### src/core/insn_subset_map.vh
`ifndef INSN_SUBSET_MAP_VH
`define INSN_SUBSET_MAP_VH

// =====================================================
// operation select codes
`define OP_NONE 3'h0
`define OP_DECIMAL_ADJUST 3'h1
`define OP_DECREMENT_SKIP 3'h2
`define OP_INTERRUPT_DISABLE 3'h3
`define OP_DIRECT_JUMP 3'h4

// =====================================================
// field positions and widths
`define PC_WIDTH 11
`define JUMP_IMM_WIDTH 9
`define HIGH_BUF_JUMP_MSB 2
`define HIGH_BUF_JUMP_LSB 1
`define REG_ADDR_WIDTH 7
`define DEST_ACC 1'h0
`define DEST_REG 1'h1

// =====================================================
// reset values
`define RESET_PC 11'h000
`define RESET_ACC 8'h00
`define RESET_CARRY 1'h0
`define RESET_GIE 1'h0

// =====================================================
// decimal adjust constants
`define BCD_NIBBLE_MAX 4'h9
`define BCD_BYTE_MAX 9'h099
`define BCD_LOW_FIX 9'h006
`define BCD_HIGH_FIX 9'h060

`endif

### src/core/insn_subset_core.v
// Contract
// - decimal adjust turns accumulator sum into packed decimal, updates only carry
// - decrement-skip writes register minus one to accumulator (d=0) or register (d=1)
// - zero decrement result discards prefetched instruction, runs a no-op, two cycles
// - interrupt disable clears the global enable bit in one cycle, no flags
// - direct jump loads immediate into pc[8:0], buffer bits 2:1 into pc[10:9]
// - direct jump is unconditional, two cycles, status flags untouched
`timescale 1ns/1ps
`default_nettype none
`include "insn_subset_map.vh"

module insn_subset_core
#(
  parameter DATA_WIDTH = 8
)
(
  input wire clk,
  input wire reset,
  input wire issueValid,
  input wire [2:0] opSelect,
  input wire [`REG_ADDR_WIDTH-1:0] regAddr,
  input wire destBit,
  input wire [`JUMP_IMM_WIDTH-1:0] jumpImmediate,
  input wire [DATA_WIDTH-1:0] regReadData,
  input wire [2:0] programCounterHighBuffer,
  input wire halfCarry,
  input wire accLoad,
  input wire [DATA_WIDTH-1:0] accLoadValue,
  input wire carryLoadValue,
  input wire interruptEnableSet,
  output reg [DATA_WIDTH-1:0] acc,
  output reg carry,
  output reg globalInterruptEnableBit,
  output reg [`PC_WIDTH-1:0] programCounter,
  output reg regWriteEnable,
  output reg [`REG_ADDR_WIDTH-1:0] regWriteAddr,
  output reg [DATA_WIDTH-1:0] regWriteData,
  output wire flushPrefetch,
  output wire executing
);

  // =====================================================
  // squash state: the slot after a skip or jump runs as a no-op
  reg squash;
  wire live;
  wire [DATA_WIDTH-1:0] decremented;
  wire decZero;
  wire doSkip;
  wire doJump;

  assign live = issueValid && !squash;
  assign executing = live;
  assign decremented = regReadData - {{(DATA_WIDTH-1){1'b0}}, 1'b1};
  assign decZero = (decremented == {DATA_WIDTH{1'b0}});
  assign doSkip = live && (opSelect == `OP_DECREMENT_SKIP) && decZero;
  assign doJump = live && (opSelect == `OP_DIRECT_JUMP);

  // =====================================================
  // live decode of the remaining operations
  wire doAdjust;
  wire doDecrement;
  wire doDisable;
  wire decToAcc;
  wire decToReg;

  assign doAdjust = live && (opSelect == `OP_DECIMAL_ADJUST);
  assign doDecrement = live && (opSelect == `OP_DECREMENT_SKIP);
  assign doDisable = live && (opSelect == `OP_INTERRUPT_DISABLE);
  assign decToAcc = doDecrement && (destBit == `DEST_ACC);
  assign decToReg = doDecrement && (destBit == `DEST_REG);
  // combinational so the fetch stage drops its word in the same cycle
  assign flushPrefetch = doSkip || doJump;

  // =====================================================
  // decimal adjust datapath
  reg [8:0] adjLow;
  reg [8:0] adjFull;
  reg adjCarry;
  always @*
  begin
    adjLow = {1'b0, acc[7:0]};
    adjCarry = carry;
    if (halfCarry || (acc[3:0] > `BCD_NIBBLE_MAX))
    begin
      adjLow = adjLow + `BCD_LOW_FIX;
    end
    adjFull = adjLow;
    // high correction judged on the raw sum, as a decimal add would carry
    if (carry || ({1'b0, acc[7:0]} > `BCD_BYTE_MAX) || adjLow[8])
    begin
      adjFull = adjLow + `BCD_HIGH_FIX;
      adjCarry = 1'b1;
    end
  end

  // =====================================================
  // squash flag
  always @(posedge clk or posedge reset)
  begin
    if (reset)
    begin
      squash <= 1'b0;
    end
    else
    begin
      // the word after a skip or jump is stale, so its slot is a no-op
      squash <= flushPrefetch;
    end
  end

  // =====================================================
  // program counter
  always @(posedge clk or posedge reset)
  begin
    if (reset)
    begin
      programCounter <= `RESET_PC;
    end
    else
    begin
      if (doJump)
      begin
        programCounter <= {programCounterHighBuffer[`HIGH_BUF_JUMP_MSB:`HIGH_BUF_JUMP_LSB],
          jumpImmediate};
      end
      else if (issueValid)
      begin
        // a squashed slot still advances pc; the fetcher drops valid to hold it
        programCounter <= programCounter + 11'h001;
      end
    end
  end

  // =====================================================
  // accumulator and carry
  always @(posedge clk or posedge reset)
  begin
    if (reset)
    begin
      acc <= `RESET_ACC;
      carry <= `RESET_CARRY;
    end
    else
    begin
      if (accLoad)
      begin
        acc <= accLoadValue;
        carry <= carryLoadValue;
      end
      // an adjust wins over a load in the same cycle; a decrement to acc overrides only acc, not carry
      if (doAdjust)
      begin
        acc <= adjFull[DATA_WIDTH-1:0];
        carry <= adjCarry;
      end
      else if (decToAcc)
      begin
        acc <= decremented;
      end
    end
  end

  // =====================================================
  // global interrupt enable
  always @(posedge clk or posedge reset)
  begin
    if (reset)
    begin
      globalInterruptEnableBit <= `RESET_GIE;
    end
    else
    begin
      // disable wins over a simultaneous enable request
      if (doDisable)
      begin
        globalInterruptEnableBit <= 1'b0;
      end
      else if (interruptEnableSet)
      begin
        globalInterruptEnableBit <= 1'b1;
      end
    end
  end

  // =====================================================
  // register file write port
  always @(posedge clk or posedge reset)
  begin
    if (reset)
    begin
      regWriteEnable <= 1'b0;
      regWriteAddr <= {`REG_ADDR_WIDTH{1'b0}};
      regWriteData <= {DATA_WIDTH{1'b0}};
    end
    else
    begin
      // one-cycle pulse; address and data hold until the next write
      regWriteEnable <= decToReg;
      if (decToReg)
      begin
        regWriteAddr <= regAddr;
        regWriteData <= decremented;
      end
    end
  end

endmodule
`default_nettype wire

### config.mk
export PLATFORM = sky130hd
export DESIGN_NAME = insn_subset_core
export DESIGN_NICKNAME = d
export VERILOG_FILES = /design/src/core/insn_subset_core.v
export VERILOG_INCLUDE_DIRS = /design/src /design/src/core
export SDC_FILE = /design/constraint.sdc
export NUM_CORES = 1
export LEC_CHECK = 0
export BUFFER_PORTS_ARGS = -buffer_cell sky130_fd_sc_hd__buf_4
export CORE_UTILIZATION = 40
export CTS_BUF_LIST = sky130_fd_sc_hd__clkbuf_2
export CTS_CLUSTER_DIAMETER = 120
export DETAILED_ROUTE_END_ITERATION = 7
export GPL_ROUTABILITY_DRIVEN = 0
export GPL_TIMING_DRIVEN = 0
export PLACE_DENSITY = 0.76
export RECOVER_POWER = 100
export SLEW_MARGIN = 10
export SYNTH_ARGS = -nofsm -noshare
export SYNTH_HDL_FRONTEND = slang
export SYNTH_SLANG_ARGS = --single-unit
### constraint.sdc
create_clock -name clk -period 3.1 [get_ports clk]
set_input_delay 0.31 -clock clk [delete_from_list [all_inputs] [get_ports clk]]
set_output_delay 0.31 -clock clk [all_outputs]
set_load 0.02 [all_outputs]
# Word-level counts from Yosys, hierarchy flattened

Index checks and enable logic that the tools add are counted.

Muxes and demuxes: 12
Reductions and logical operators: 19
Order comparisons: 2
Equal/unequal tests: 5
$add $sub $neg: 4
Bitwise gates (word level): 1

Operator list:

| kind                    | number |
|---|---|
| $mux W8                 | 4 |
| $mux W11                | 2 |
| $add A11 B1 Y11 const B | 1 |
| $add A8 B3 Y9 const B   | 1 |
| $mux W9                 | 1 |
| $add A8 B7 Y8 const B   | 1 |
| $gt A8 B8 Y1 const B    | 1 |
| $logic_and A1 B1 Y1     | 8 |
| $logic_not A8 Y1        | 1 |
| $sub A8 B1 Y8 const B   | 1 |
| $eq A3 B2 Y1 const B    | 2 |
| $reduce_bool A2 Y1      | 3 |
| $mux W1                 | 5 |
| $gt A4 B4 Y1 const B    | 1 |
| $logic_or A1 B1 Y1      | 4 |
| $eq A3 B1 Y1 const B    | 1 |
| $eq A3 B3 Y1 const B    | 1 |
| $reduce_bool A3 Y1      | 1 |
| $ne A2 B1 Y1 const B    | 1 |
| $reduce_and A2 Y1       | 1 |
| $logic_not A1 Y1        | 1 |
| $not A1 Y1              | 1 |

Register bits: 38

# Logic depth before layout (Yosys ltp)

Word-level depth: 6
Gate-level depth with buffers: 10
Gate-level depth less buffers: 10

# Worst setup path before layout

Ideal clock, no wire load.

Path kind: register -> register
From: register acc[1]
To: register acc[7]
Data required time: 2.977 ns
Period minus slack after synthesis: 2.173 ns
Cell stages (with the launch flop): 11
Setup slack: 0.927 ns
Arrival: 2.049 ns
Setup time: 0.123 ns
Path buffers: 0
Path through: dfrtp_1 > inv_1 > ha_1 > nor3_1 > xnor2_1 > ha_1 > nand2b_1 > nand2b_1 > mux2_2 > o211ai_1 > a21oi_2

Cells in the longest elaborated chain, start to end: 6
Elaborated cells between the ends (all ways): 10

Ends and longest elaborated chain:

| what                                                  | line                   | RTL |
|---|---|---|
| from (decl)                                           | insn_subset_core.v:31  | `output reg [DATA_WIDTH-1:0] acc,` |
| from (signal assigned)                                | insn_subset_core.v:140 | `` acc <= `RESET_ACC; `` |
| from (signal assigned)                                | insn_subset_core.v:147 | `acc <= accLoadValue;` |
| from (signal assigned)                                | insn_subset_core.v:153 | `acc <= adjFull[DATA_WIDTH-1:0];` |
| branches (longest 4 deep; another with $add A8 B3 Y9) | n/a                    |  |
| $mux W8 *                                             | insn_subset_core.v:89  | `` if (carry \|\| ({1'b0, acc[7:0]} > `BCD_BYTE_MAX) \|\| adjLow[8]) `` |
| $mux W8 *                                             | insn_subset_core.v:151 | `if (doAdjust)` |

Mark *: on every way between the ends.
A chain may end at the register's enable or synchronous reset.

# Worst setup path after layout

From: register squash
To: output flushPrefetch

Cells in the longest elaborated chain, start to end: 5
Elaborated cells between the ends (all ways): 6

Ends and longest elaborated chain:

| what                              | line                   | RTL |
|---|---|---|
| from (decl)                       | insn_subset_core.v:44  | `reg squash;` |
| from (signal assigned)            | insn_subset_core.v:107 | `squash <= flushPrefetch;` |
| $logic_not A1 Y1 *                | insn_subset_core.v:51  | `assign live = issueValid && !squash;` |
| $logic_and A1 B1 Y1 *             | insn_subset_core.v:51  |  |
| $logic_and A1 B1 Y1 (2 in series) | insn_subset_core.v:55  | `` assign doSkip = live && (opSelect == `OP_DECREMENT_SKIP) && decZero; `` |
| $logic_or A1 B1 Y1 *              | insn_subset_core.v:72  | `assign flushPrefetch = doSkip \|\| doJump;` |
| to (decl)                         | insn_subset_core.v:38  | `output wire flushPrefetch,` |

Every way passes the cells marked *; elsewhere a longest branch is shown, timed or not.

==> impl_results.md <==
- DRC marker count from the first detailed-route iteration: 97
- Cts bufs inserted: 5
- Remaining antenna violation count after routing: 0
- Hold Fails Final Rpt: 0
- Final count of pins violating max slew: 0
- CTS clock-pin slew for the worst setup and hold paths: 0.21 ns
- Routed vias: 2227
- Type of element capturing the critical path: output port
- Ys Warns: 0
- Number of instances resized during post-cts repair: 0
- Data arrival time at the worst-slack endpoint: 2.16 ns
- Fraction of registers with async set or reset after synthesis: 1.00
- Wire length per cell: 14.9 um
- Lkg Pwr: 0.00131 uW
- Max-cap check violation count: 0
- Number of cells traversed by the worst hold path: 2
- Post-synthesis net count: 301
- H-tree depth: 2
- Buffer type at the clock tree root: clkbuf_2
- WS Path Type: register to output port
- Fmax: 0.405 GHz
- DRT Wirelength: 6170 um
- Critical path required time: 2.79 ns
- End point of the worst hold path: regWriteAddr[1]
- Area of all sequential standard cells: 951 sq um
- Detailed-routing iteration count for the pre-antenna-repair pass: 4
- Post-placement cell area: 3010 sq um
- Area occupied by multi-input gates: 1210 sq um
- Capturing point of the worst reg2reg path: acc[7]
- Total congestion overflow: 0
- RSZ-0062 raised after global routing: false
- Highest ir drop seen on vdd: 0.229 mV
- Synthesis-to-finish area growth: 28.6%
- PwrDens: 608 nW/um^2
- Initial antenna violation count: 0
- Die Footprint: 5990 sq um
- Clock tree skew after final layout: 0.0199 ns
- Final net count: 392
- Clock period minus final worst setup slack: 2.47 ns
- Share of the clock period used by the worst path after layout: 0.797
- Tot GR Track Use: 0.213
- Estimated wirelength of the detail-placed design: 4730 um
- First-pass GRT wire length: 10100 um
- Post-synthesis cell area: 2270 sq um
- Post-Route Hold Slack: 0.0953 ns
- Status: finished clean
- Vias in the first global route: 2217
- Placement Rows: 27
- Sequential area share after synthesis: 0.419
- Final setup violation count: 0
- Floorplan die height: 77.4 um
- EDFF count, synth: 0
- Commonest register cell after synthesis: dfrtp_1
- Utilization after layout: 0.531
- Worst slew margin relative to its limit: 0.277
- Number of filler cells placed in the layout: 548
- Largest net degree at the start of global routing: 21
- Maximum buffer depth of the clock tree: 2
- Final design instance area without fill: 2920 sq um
- Placed Instances: 405
- Number of flip-flops and latches in the synthesized netlist: 38
- Pin slew with the least headroom to its limit: 1.08 ns
- Number of distinct library cells after synthesis: 56
- Flop2flop setup slack: 0.76 ns
- Critical path launch point type: register
- Launch instance of the worst register-to-register path: acc[1]
- Clock insertion delay at the later pin of the skew report: 0.40 ns
- Path category of the worst min-delay check: input port to register
- Worst Hold Launch: regAddr[1]
- Setup TNS after final layout: 0 ns
- Synth Area per Inst: 9.09 sq um
- Fraction of layout instances using a drive strength above 1: 0.196
- Clock tree from TritonCTS: built
- Initial cell density of the core: 0.413
- Post-route DRC violation count: 0
- Final instance count without filler cells: 414
- Clock sinks: 38
- Maximum fanout along the worst path: 10
- Core area: 5510 sq um
- Count of antenna diodes in the layout: 0
- Ports: 85
- R2R depth: 10
- Number of buffers inserted by port buffering: 82
- Die X: 77.4 um
- Gate count of the mapped netlist: 250
- Per-cell via count in the routed design: 5.38
layout by cell type, fill, tap and decap left out, drive strengths merged, types with 2 or more instances in the layout:
cell     n
xnor2    5
nor3     4
o31ai    3
inv     11
o211ai   2
clkbuf  57
a22o     3
nor2b    2
a211o    2
dfrtp   38
o22ai    5
or4      2
bufinv   2
mux2    11
nand3    6
a221oi   2
xor2     4
a21o     3
and2     3
nand4    2
nor2    14
a211oi   2
buf     44
nor4     4
mux2i    2
ha       5
nand2b   4
or3      4
nand2   34
a21oi   22
and3     4
o21ai   19
worst max path at each step:
stage | startpoint | end | slack (ns) | depth (start not counted)
finish | squash | flushPrefetch | 0.63 | 6
floorplan | acc[1] | acc[7] | 0.93 | 10
global placement | regReadData[0] | flushPrefetch | 0.84 | 9
CTS | squash | flushPrefetch | 0.59 | 6
global route | squash | flushPrefetch | 0.43 | 6
detailed placement | regReadData[0] | flushPrefetch | 0.79 | 9
stage by stage:
stage	power (uW)	worst slack, ns
2_1_floorplan	1160	0.927
3_3_place_gp	1480	0.840
3_5_place_dp	1510	0.793
4_1_cts	1900	0.595
5_1_grt	1900	0.429
6_report	1780	0.628
routing by layer:
| layer | track usage | share of wire |
|---|---|---|
| met5 | 0 | 0 |
| met4 | 0.0528 | 0.011 |
| met3 | 0.0459 | 0.053 |
| met2 | 0.382 | 0.50 |
| met1 | 0.257 | 0.44 |
Yosys cell counts (2+ instances only):
| master | instances | share of area |
|---|---|---|
| a211o_1 | 2 | 0.0077 |
| a211oi_1 | 2 | 0.0066 |
| a21o_1 | 3 | 0.0099 |
| a21oi_1 | 21 | 0.046 |
| a221oi_1 | 2 | 0.0077 |
| a22o_1 | 3 | 0.012 |
| and2_1 | 3 | 0.0083 |
| and3_1 | 4 | 0.011 |
| buf_1 | 2 | 0.0033 |
| clkbuf_1 | 9 | 0.015 |
| dfrtp_1 | 38 | 0.42 |
| ha_1 | 5 | 0.028 |
| inv_1 | 10 | 0.017 |
| mux2_1 | 2 | 0.0099 |
| mux2_2 | 9 | 0.045 |
| mux2i_1 | 2 | 0.0088 |
| nand2_1 | 34 | 0.056 |
| nand2b_1 | 4 | 0.011 |
| nand3_1 | 6 | 0.013 |
| nand4_1 | 2 | 0.0055 |
| nor2_1 | 13 | 0.021 |
| nor2b_1 | 2 | 0.0055 |
| nor3_1 | 3 | 0.0066 |
| nor4_2 | 2 | 0.011 |
| o211ai_1 | 2 | 0.0066 |
| o21ai_0 | 19 | 0.042 |
| o22ai_1 | 5 | 0.014 |
| o31ai_1 | 3 | 0.0099 |
| or3_1 | 4 | 0.011 |
| xnor2_1 | 5 | 0.019 |
| xor2_1 | 4 | 0.015 |
final cells by class:
class,instances,share of cell area
plain buffers,13,0.0193
clock buffers,5,0.00857
clock inverters,3,0.0218
inverters,11,0.0141
multi-input cells,188,0.415
flip-flops and latches,38,0.325
well taps,72,0.0308
repair buffers,84,0.165
flip-flops by register name, indices dropped and copies added (netlist names):
| signal | cells |
|---|---|
| acc | 8 |
| carry | 1 |
| globalInterruptEnableBit | 1 |
| programCounter | 11 |
| regWriteAddr | 7 |
| regWriteData | 8 |
| regWriteEnable | 1 |
| squash | 1 |
where the power goes:
part	internal [uW]	switching (uW)
sequential	616	122
clock	215	175
combinational	243	406
repair_timing:
item	4_1_cts	5_1_grt
hold buffers	1	0
setup buffers	0	0
endpoints found under the setup margin	0	0
hold endpoints to repair	18	0
logic make-up after synthesis:
family	Yosys count	synth area share
and+or+nand+nor	85	0.197
AOI/OAI and AO/OA	75	0.211
DFF	38	0.419
buffers and inverters	24	0.0435
muxes	13	0.0633
xor gates and xnor gates	9	0.0347
adders and majority gates	6	0.0319
critical path, stage by stage (launching register included):
cell and delay, ns:
dfrtp_1 0.41, nand2b_1 0.16, inv_1 0.10, nand3_1 0.30, clkbuf_1 0.33, o21ai_0 0.21, clkbuf_1 0.27
(Power assumes the default switching activity.)
